[src/design/pcond_pkg.sv]
// Shared constants and types for the power-condition timer command block.
// Assumes a single 250 MHz clock domain and a same-clock task-file master.
`default_nettype none

package pcond_pkg;

  // Number of power conditions held and the width of their index
  localparam int NUM_COND = 4;
  localparam int COND_IDX_W = 2;

  // Task-file register addresses
  localparam logic [2:0] TF_FEATURE_ERROR = 3'h1;
  localparam logic [2:0] TF_COND_ID = 3'h2;
  localparam logic [2:0] TF_PARAMS = 3'h3;
  localparam logic [2:0] TF_TIMER_LOW = 3'h4;
  localparam logic [2:0] TF_TIMER_HIGH = 3'h5;
  localparam logic [2:0] TF_DRIVE_SEL = 3'h6;
  localparam logic [2:0] TF_OPCODE_STATUS = 3'h7;

  // Command codes
  localparam logic [7:0] OP_SET_FEATURES = 8'hEF;
  localparam logic [7:0] SEL_POWER_COND = 8'h4A;
  localparam logic [3:0] SUB_SET_TIMER = 4'h2;
  localparam logic [3:0] SUB_SET_STATE = 4'h3;

  // Field positions in the parameter byte
  localparam int PAR_UNITS_BIT = 7;
  localparam int PAR_ENABLE_BIT = 5;
  localparam int PAR_SAVE_BIT = 4;
  localparam int PAR_SUB_MSB = 3;

  // Field positions in error and status bytes
  localparam int ERR_ABORT_BIT = 2;
  localparam int ST_BUSY_BIT = 7;
  localparam int ST_READY_BIT = 6;
  localparam int ST_FAULT_BIT = 5;
  localparam int ST_ERR_BIT = 0;

  // Timer range, in 100 ms ticks
  localparam int TIMER_W = 22;
  localparam int WIDE_W = 26;
  localparam logic [TIMER_W-1:0] TIMER_MAX = 22'h3BFFC4;
  localparam logic [TIMER_W-1:0] TIMER_MIN = 22'h000000;
  localparam logic [TIMER_W-1:0] TIMER_RESET = 22'h000000;

  // Unit conversion derived from the two unit lengths
  localparam int TICK_MS = 100;
  localparam int MINUTE_MS = 60000;
  localparam logic [9:0] MIN_TO_TICKS = 10'(MINUTE_MS / TICK_MS);

  // Reset values of task-file registers
  localparam logic [7:0] REG_RESET = 8'h00;

  typedef struct packed {
    logic [TIMER_W-1:0] cur_timer;
    logic cur_en;
    logic [TIMER_W-1:0] sav_timer;
    logic sav_en;
  } cond_setting_s;

  typedef struct packed {
    logic wr;
    logic rd;
    logic [2:0] addr;
    logic [7:0] wdata;
  } tf_req_s;

endpackage

`default_nettype wire

[src/design/power_condition_timer_cmd.sv]
// Task-file command interpreter for the set-timer and set-state power-condition
// subcommands of set-features. Keeps current and saved settings per condition.
// Assumes the task-file master and the capability inputs run on mclk_i.
`timescale 1ns/1ps
`default_nettype none

// Functional notes
// - Parameter low nibble 2h selects timer programming
// - Update applies only to the identified condition
// - Units bit: 0 is 100 ms, 1 minute
// - Timer is high byte then low byte
// - Bit 5 enables, bit 4 saves
// - Success writes timer into current setting
// - Set-timer enables current only if enable and nonzero
// - Save copies current timer and enable flag
// - Out-of-range values clamp to min or max
// - Range is zero to 3BFFC4h ticks
// - Abort: feature off, bad condition, unsavable save
// - Abort leaves all settings untouched
// - Set-state enables or disables current timer
// - Set-state save copies enabled flag
// - Parameter low nibble 3h selects set-state
module power_condition_timer_cmd (
  input wire logic mclk_i,
  input wire logic sys_rst_i,
  input wire pcond_pkg::tf_req_s tf_req_i,
  output logic [7:0] tf_rdata_o,
  input wire logic extended_power_conditions_i,
  input wire logic [pcond_pkg::NUM_COND-1:0] cond_supported_i,
  input wire logic [pcond_pkg::NUM_COND-1:0] cond_changeable_i,
  input wire logic [pcond_pkg::NUM_COND-1:0] cond_savable_i,
  input wire logic [pcond_pkg::COND_IDX_W-1:0] query_cond_i,
  output pcond_pkg::cond_setting_s query_o,
  output logic busy_o,
  output logic cmd_done_o
);

  typedef enum logic {S_IDLE, S_EXEC} cmd_state_e;

  cmd_state_e state;
  logic [7:0] subcommand_select;
  logic [7:0] condition_identifier;
  logic [7:0] subcommand_parameters;
  logic [7:0] timer_value_low;
  logic [7:0] timer_value_high;
  logic [7:0] drive_select;
  logic [7:0] opcode;
  logic abort_flag;
  logic err_flag;
  pcond_pkg::cond_setting_s settings [pcond_pkg::NUM_COND];

  logic host_wr;
  logic start_cmd;
  logic exec;
  logic [pcond_pkg::COND_IDX_W-1:0] cmd_idx;
  logic [3:0] sub_code;
  logic is_set_timer;
  logic is_set_state;
  logic cond_ok;
  logic save_req;
  logic enable_req;
  logic abort_now;
  logic [pcond_pkg::TIMER_W-1:0] scaled;
  pcond_pkg::cond_setting_s next_entry;

  // Status byte as the host sees it
  function automatic logic [7:0] status_byte(input logic busy, input logic err);
    logic [7:0] s;
    s = 8'h00;
    s[pcond_pkg::ST_BUSY_BIT] = busy;
    s[pcond_pkg::ST_READY_BIT] = 1'b1;
    s[pcond_pkg::ST_FAULT_BIT] = 1'b0;
    s[pcond_pkg::ST_ERR_BIT] = err;
    return s;
  endfunction

  // Task-file writes are ignored while a command is running
  assign host_wr = tf_req_i.wr && (state == S_IDLE);
  assign start_cmd = host_wr && (tf_req_i.addr == pcond_pkg::TF_OPCODE_STATUS);
  assign exec = (state == S_EXEC);

  always_ff @(posedge mclk_i) begin
    if (sys_rst_i) begin
      subcommand_select <= pcond_pkg::REG_RESET;
      condition_identifier <= pcond_pkg::REG_RESET;
      subcommand_parameters <= pcond_pkg::REG_RESET;
      timer_value_low <= pcond_pkg::REG_RESET;
      timer_value_high <= pcond_pkg::REG_RESET;
      drive_select <= pcond_pkg::REG_RESET;
      opcode <= pcond_pkg::REG_RESET;
    end else if (host_wr) begin
      unique case (tf_req_i.addr)
        pcond_pkg::TF_FEATURE_ERROR: subcommand_select <= tf_req_i.wdata;
        pcond_pkg::TF_COND_ID: condition_identifier <= tf_req_i.wdata;
        pcond_pkg::TF_PARAMS: subcommand_parameters <= tf_req_i.wdata;
        pcond_pkg::TF_TIMER_LOW: timer_value_low <= tf_req_i.wdata;
        pcond_pkg::TF_TIMER_HIGH: timer_value_high <= tf_req_i.wdata;
        pcond_pkg::TF_DRIVE_SEL: drive_select <= tf_req_i.wdata;
        pcond_pkg::TF_OPCODE_STATUS: opcode <= tf_req_i.wdata;
        default: begin
        end
      endcase
    end
  end

  // Two-state sequencer: the opcode write starts, the next cycle executes
  always_ff @(posedge mclk_i) begin
    if (sys_rst_i) begin
      state <= S_IDLE;
    end else begin
      unique case (state)
        S_IDLE: begin
          if (start_cmd) begin
            state <= S_EXEC;
          end
        end
        S_EXEC: state <= S_IDLE;
      endcase
    end
  end

  // Decode of the latched command block
  assign cmd_idx = condition_identifier[pcond_pkg::COND_IDX_W-1:0];
  assign sub_code = subcommand_parameters[pcond_pkg::PAR_SUB_MSB:0];
  assign save_req = subcommand_parameters[pcond_pkg::PAR_SAVE_BIT];
  assign enable_req = subcommand_parameters[pcond_pkg::PAR_ENABLE_BIT];

  always_comb begin
    is_set_timer = 1'b0;
    is_set_state = 1'b0;
    if (opcode == pcond_pkg::OP_SET_FEATURES && subcommand_select == pcond_pkg::SEL_POWER_COND) begin
      is_set_timer = (sub_code == pcond_pkg::SUB_SET_TIMER);
      is_set_state = (sub_code == pcond_pkg::SUB_SET_STATE);
    end
  end

  // Identifiers beyond the held conditions count as unsupported
  assign cond_ok = (condition_identifier < 8'(pcond_pkg::NUM_COND))
                   && cond_supported_i[cmd_idx] && cond_changeable_i[cmd_idx];

  always_comb begin
    abort_now = 1'b0;
    if (!(is_set_timer || is_set_state)) begin
      abort_now = 1'b1;
    end else if (!extended_power_conditions_i || !cond_ok) begin
      abort_now = 1'b1;
    end else if (save_req && !cond_savable_i[cmd_idx]) begin
      abort_now = 1'b1;
    end
  end

  timer_scaler u_scaler (
    .raw_i({timer_value_high, timer_value_low}),
    .units_min_i(subcommand_parameters[pcond_pkg::PAR_UNITS_BIT]),
    .ticks_o(scaled)
  );

  // New settings for the selected condition
  always_comb begin
    next_entry = settings[cmd_idx];
    if (is_set_timer) begin
      next_entry.cur_timer = scaled;
      next_entry.cur_en = enable_req && (scaled != pcond_pkg::TIMER_MIN);
      if (save_req) begin
        next_entry.sav_timer = next_entry.cur_timer;
        next_entry.sav_en = next_entry.cur_en;
      end
    end else begin
      next_entry.cur_en = enable_req;
      if (save_req) begin
        next_entry.sav_en = next_entry.cur_en;
      end
    end
  end

  always_ff @(posedge mclk_i) begin
    if (sys_rst_i) begin
      for (int i = 0; i < pcond_pkg::NUM_COND; i++) begin
        settings[i] <= '{pcond_pkg::TIMER_RESET, 1'b0, pcond_pkg::TIMER_RESET, 1'b0};
      end
    end else if (exec && !abort_now) begin
      settings[cmd_idx] <= next_entry;
    end
  end

  // Completion flags; a new command clears the previous outcome
  always_ff @(posedge mclk_i) begin
    if (sys_rst_i) begin
      abort_flag <= 1'b0;
      err_flag <= 1'b0;
    end else if (start_cmd) begin
      abort_flag <= 1'b0;
      err_flag <= 1'b0;
    end else if (exec) begin
      abort_flag <= abort_now;
      err_flag <= abort_now;
    end
  end

  always_ff @(posedge mclk_i) begin
    if (sys_rst_i) begin
      cmd_done_o <= 1'b0;
    end else begin
      cmd_done_o <= exec;
    end
  end

  assign busy_o = exec;

  // Read data is registered one cycle after the read strobe
  always_ff @(posedge mclk_i) begin
    if (sys_rst_i) begin
      tf_rdata_o <= pcond_pkg::REG_RESET;
    end else if (tf_req_i.rd) begin
      unique case (tf_req_i.addr)
        pcond_pkg::TF_FEATURE_ERROR: tf_rdata_o <= 8'(abort_flag) << pcond_pkg::ERR_ABORT_BIT;
        pcond_pkg::TF_COND_ID: tf_rdata_o <= condition_identifier;
        pcond_pkg::TF_PARAMS: tf_rdata_o <= subcommand_parameters;
        pcond_pkg::TF_TIMER_LOW: tf_rdata_o <= timer_value_low;
        pcond_pkg::TF_TIMER_HIGH: tf_rdata_o <= timer_value_high;
        pcond_pkg::TF_DRIVE_SEL: tf_rdata_o <= drive_select;
        pcond_pkg::TF_OPCODE_STATUS: tf_rdata_o <= status_byte(exec, err_flag);
        default: tf_rdata_o <= 8'h00;
      endcase
    end
  end

  always_ff @(posedge mclk_i) begin
    if (sys_rst_i) begin
      query_o <= '{pcond_pkg::TIMER_RESET, 1'b0, pcond_pkg::TIMER_RESET, 1'b0};
    end else begin
      query_o <= settings[query_cond_i];
    end
  end
endmodule // power_condition_timer_cmd

`default_nettype wire

[src/design/timer_scaler.sv]
// Converts a host timer value to 100 ms ticks and clamps it to the legal range.
// Purely combinational; the caller registers the result where it is stored.
`timescale 1ns/1ps
`default_nettype none

module timer_scaler (
  input wire logic [15:0] raw_i,
  input wire logic units_min_i,
  output logic [pcond_pkg::TIMER_W-1:0] ticks_o
);

  logic [pcond_pkg::WIDE_W-1:0] wide;

  always_comb begin
    if (units_min_i) begin
      wide = pcond_pkg::WIDE_W'(raw_i) * pcond_pkg::WIDE_W'(pcond_pkg::MIN_TO_TICKS);
    end else begin
      wide = pcond_pkg::WIDE_W'(raw_i);
    end
  end

  always_comb begin
    if (wide > pcond_pkg::WIDE_W'(pcond_pkg::TIMER_MAX)) begin
      ticks_o = pcond_pkg::TIMER_MAX;
    end else if (wide < pcond_pkg::WIDE_W'(pcond_pkg::TIMER_MIN)) begin
      ticks_o = pcond_pkg::TIMER_MIN;
    end else begin
      ticks_o = wide[pcond_pkg::TIMER_W-1:0];
    end
  end

endmodule // timer_scaler

`default_nettype wire

[config.mk]
export PLATFORM = sky130hd
export DESIGN_NAME = power_condition_timer_cmd
export DESIGN_NICKNAME = d
export VERILOG_FILES = /design/src/design/pcond_pkg.sv /design/src/design/power_condition_timer_cmd.sv /design/src/design/timer_scaler.sv
export SDC_FILE = /design/constraint.sdc
export NUM_CORES = 1
export LEC_CHECK = 0
export ABC_CLOCK_PERIOD_IN_PS = 5900
export BUFFER_PORTS_ARGS = -buffer_cell sky130_fd_sc_hd__buf_4
export CORE_AREA = 5 5 172 174
export DETAILED_ROUTE_END_ITERATION = 12
export DIE_AREA = 0 0 177 179
export PLACE_DENSITY = 0.78
export REMOVE_ABC_BUFFERS = 1
export SLEW_MARGIN = 20
export SYNTH_ARGS = -nofsm -noshare
export SYNTH_HDL_FRONTEND = slang
export SYNTH_HIERARCHICAL = 1
export SYNTH_SLANG_ARGS = --single-unit
[constraint.sdc]
create_clock -name mclk_i -period 5.9 [get_ports mclk_i]
set_input_delay 0.885 -clock mclk_i [delete_from_list [all_inputs] [get_ports mclk_i]]
set_output_delay 0.885 -clock mclk_i [all_outputs]
set_load 0.02 [all_outputs]
==> results.yml <==
synthesis:
  syn_avg_cell_area_um2: 11.4
  post_synth_main_area_contributors: "sky130_fd_sc_hd__edfxtp_1, sky130_fd_sc_hd__dfxtp_1, sky130_fd_sc_hd__mux4_2"
  combinational_family_with_the_most_area_after_synthesis: "simple AND/OR/NAND/NOR gates"
  synth_seq_area_share_pct: 47.4
  synthSimpleGateAreaFrac_pct: 21.0
  post-synth-top-count-cell: "sky130_fd_sc_hd__edfxtp_1"
  postSynthCellCount: 1442
  synthXorXnorAreaFrac_pct: 0.320
  ys_dominant_reg_cell: "sky130_fd_sc_hd__edfxtp_1"
  yosys-top-cells-count: "sky130_fd_sc_hd__edfxtp_1, sky130_fd_sc_hd__dfxtp_1, sky130_fd_sc_hd__nor2_1"
  synth_enable_flop_cells: 184
  netlist-cell-type-count: 84
  synthDominantCellAreaShare_pct: 33.6
  yosys.area_share.adder_pct: 7.44
  async_reset_ff_share_pct: 0
  synth.cell_area_mm2: 0.0164
  synth_warnings: 6
  yosys-mux-area-fraction_pct: 11.2
  synthDominantAreaCellType: "sky130_fd_sc_hd__edfxtp_1"
  synth_compound_gate_area_share_pct: 6.92
  ys_seq_elements: 297
flow_run:
  max-cap-violations: 0
routing:
  viasPerCell: 6.35
  first_iter_violations: 1404
  remaining_drc_errors: 0
  ant_nets: 0
  drt-wirelength-per-cell_um: 21.3
  num_vias: 12000
  drt_first_pass_iters: 5
  total_wirelength_of_the_detailed_routed_design_um: 40200
place:
  pre_cts_ws_ns: 0.112
  post-dp-hpwl_um: 24900
  numPlacedInstances: 1828
  gpl.final_weighted_congestion: 0.896
  io_buffer_count: 85
layout:
  antenna_cells: 0
  area.growth.synth_to_final_pct: 11.9
  final_layout_size_suffix_gt1_share_pct: 24.1
  final_net_count: 1598
  final_cells: 1887
  filler_cell_count: 2087
timing:
  setup_violations: 0
  layout_worst_path_cycle_share_pct: 95.6
  finalWorstSetupSlack_ns: 0.260
  timing.slew.headroom_pct: 24.8
  clock.fmax_mhz: 177
  finalCriticalPeriod_ns: 5.64
  fin_setup_tns_ns: 0
  pins_over_their_slew_limit: 0
  worstMarginPinSlew_ns: 1.13
  rsz0062_at_grt: "false"
  worst_case_clock_skew_ns: 0.0155
  hold_violations: 0
grt:
  grt_first_pass_wirelength_um: 64300
  gr-usage-met3_pct: 3.35
  met2_resource_use_gr_pct: 43.6
  globalRoute.busiestLayer: "met2"
  met1_usage_pct: 34.3
  grt_start_max_net_pins: 162
  globalRoute.totalOverflow: 0
  first_global_vias: 11800
  number_of_antenna_violations_at_the_first_check_in_global_routing: 0
  grt_usage_pct: 25.4
pwr:
  pwr_density_cell_mw_per_mm2: 253
  max-vdd-ir-drop_mv: 0.258
  power.static_leakage_uw: 0.00673
critical_path:
  cp_common_cell: "sky130_fd_sc_hd__ha_1"
  setup.worst_path.class: "flop to flop"
  crit_path_start_kind: "flop"
  path_max_fanout: 9
  buffer_and_inverter_count_on_the_worst_path: 3
  worst_reg2reg_path_length_in_cells: 20
  end_kind: "flop"
  worst_path_max_delay_cell: "sky130_fd_sc_hd__fa_1"
  worstPathArrival_ns: 5.91
  r2r_end: "settings[2][0]$_SDFFCE_PN0P_"
  worstPathRequired_ns: 6.17
  r2r_setup_slack_ns: 0.26
  crit_path_cell_trace: "ha_1 -> ha_1 -> fa_1 -> inv_1 -> fa_1 -> inv_1 -> ha_1 -> a211oi_2 -> o21bai_2 -> a21o_1 -> a221oi_4 -> o41ai_2 -> mux2i_1 -> or2_4 -> o21a_1 -> nor4_1 -> nand4_1 -> nor2_1 -> buf_4 -> nor4_1"
  r2r-start: "timer_value_low[5]$_SDFFE_PP0P_"
  timing.critical_path.max_delay_family: "adder cells"
  delay_of_the_slowest_cell_on_the_worst_path_ns: 0.55
clocking:
  cts_sinks: 297
  numCtsBuffers: 31
  clockBufferDepth: 3
  cts_htree_levels: 1
  cts.root.buffer_cell: "sky130_fd_sc_hd__clkbuf_16"
  cts_tree: "done"
  clk_pin_slew_worst_paths_ns: 0.06
  clock_latency_ns: 0.56
hold_path:
  min_path_cells: 2
  timing.hold.worst.start: "tf_rdata_o[5]$_SDFFE_PP0P_"
  timing.hold.worst_endpoint: "tf_rdata_o[5]$_SDFFE_PP0P_"
  min_path_type: "flop to flop"
floorplanning:
  fp.dieArea_mm2: 0.0317
  initial_core_util_pct: 59.5
  floorplan.io_pins: 86
  dieWidth_um: 177
  die_height_um: 179
  std_cell_rows: 61
  core_region_area_mm2: 0.0276
status:
  run_status: "complete, no violations"
[flip-flops by register name, indices dropped and copies added (netlist names)]
signal                 cells
settings                 184
query_o                   46
condition_identifier       8
drive_select               8
opcode                     8
subcommand_parameters      8
subcommand_select          8
tf_rdata_o                 8
timer_value_high           8
timer_value_low            8
busy_o                     1
cmd_done_o                 1
err_flag                   1
[where the power goes]
group	leakage [µW]	switching, µW	internal, µW
Combinational	0.00357	275	184
Sequential	0.00267	35.0	2300
Clock	0.000485	796	1060
Total	0.00673	1110	3540
[kinds of logic after synthesis]
group / count (synthesis)
buffers and inverters: 213
AND/OR/NAND/NOR: 574
flip-flops: 297
AO/OA/AOI/OAI: 145
multiplexers: 123
adder cells (fa/ha/maj): 84
XOR/XNOR: 6
[how the worst max path moves through the flow]
stage / from / endpoint / slack (ns) / cells after the start
after CTS: timer_value_low[6]$_SDFFE_PP0P_ / settings[0][23]$_SDFFCE_PN0P_ / 0.10 / 20
after global routing: timer_value_low[5]$_SDFFE_PP0P_ / settings[2][37]$_SDFFCE_PN0P_ / 0.05 / 21
after floorplan: condition_identifier[0]$_SDFFE_PP0P_ / settings[0][0]$_SDFFCE_PN0P_ / -0.13 / 4
after detailed placement: timer_value_low[6]$_SDFFE_PP0P_ / settings[3][0]$_DFFE_PP_ / 0.11 / 20
after global placement: timer_value_low[6]$_SDFFE_PP0P_ / settings[3][23]$_DFFE_PP_ / 0.29 / 20
final: timer_value_low[5]$_SDFFE_PP0P_ / settings[2][0]$_SDFFCE_PN0P_ / 0.26 / 20
[worst reg2reg max path, stage by stage (launching register included)]
cell and delay (ns):
sky130_fd_sc_hd__dfxtp_1 0.31, sky130_fd_sc_hd__ha_1 0.29, sky130_fd_sc_hd__ha_1 0.31, sky130_fd_sc_hd__fa_1 0.55, sky130_fd_sc_hd__inv_1 0.06, sky130_fd_sc_hd__fa_1 0.53
sky130_fd_sc_hd__inv_1 0.05, sky130_fd_sc_hd__ha_1 0.40, sky130_fd_sc_hd__a211oi_2 0.27, sky130_fd_sc_hd__o21bai_2 0.13, sky130_fd_sc_hd__a21o_1 0.22, sky130_fd_sc_hd__a221oi_4 0.33
sky130_fd_sc_hd__o41ai_2 0.14, sky130_fd_sc_hd__mux2i_1 0.24, sky130_fd_sc_hd__or2_4 0.32, sky130_fd_sc_hd__o21a_1 0.28, sky130_fd_sc_hd__nor4_1 0.42, sky130_fd_sc_hd__nand4_1 0.13
sky130_fd_sc_hd__nor2_1 0.14, sky130_fd_sc_hd__buf_4 0.17, sky130_fd_sc_hd__nor4_1 0.07
[cells in the final DEF (no fill, tap or decap), drive strengths merged, types with 4 or more instances in the layout]
master,synthesis,layout
dfxtp,113,113
nor3,120,120
nand4,4,4
nand3,94,94
fa,23,23
a21boi,5,5
clkbuf,77,47
mux2,4,4
ha,61,61
o21ai,23,23
nand2,82,82
o211ai,10,10
buf,46,132
o21a,6,6
mux2i,70,70
edfxtp,184,184
a21o,9,9
nand3b,11,11
a211oi,9,9
nor2,101,101
nand2b,4,4
and2,6,6
clkinv,0,9
a21oi,23,23
a31oi,12,12
xor2,5,5
nor2b,60,60
nor3b,7,7
a41o,16,16
or3,7,7
nor4,60,60
mux4,49,49
inv,90,92
[timing repair]
action                                  CTS  global route
endpoints found under the setup margin    0            25
resized for setup                         0             9
hold buffers                              0             0
buffers inserted                          0             1
[area by class of cell]
cell class	instances	area, µm²	area share [%]
flip-flops and latches	297	7790	42.4
clock inverters	11	73.8	0.401
well taps	378	473	2.57
clock buffers	47	907	4.93
multi-input cells	932	7790	42.4
repair buffers	132	1020	5.52
inverters	90	338	1.84
[stage by stage]
stage	power, µW	util, %	hold WS, ns	instance area [µm²]
finish	4650	66.6	0.469	18400
global route	4810	66.6	0.488	18400
CTS	4670	66.4	0.470	18300
detailed placement	2830	62.8	0.460	17400
global placement	2820	62.8	0.458	17400
floorplan	2620	-	0.454	15800
[metal layers]
metal	part of all wire [%]	wire, µm
met1	39	15800
met2	50	20100
met3	8.3	3340
met4	2.4	954
met5	0	0
(Power assumes the default switching activity.)
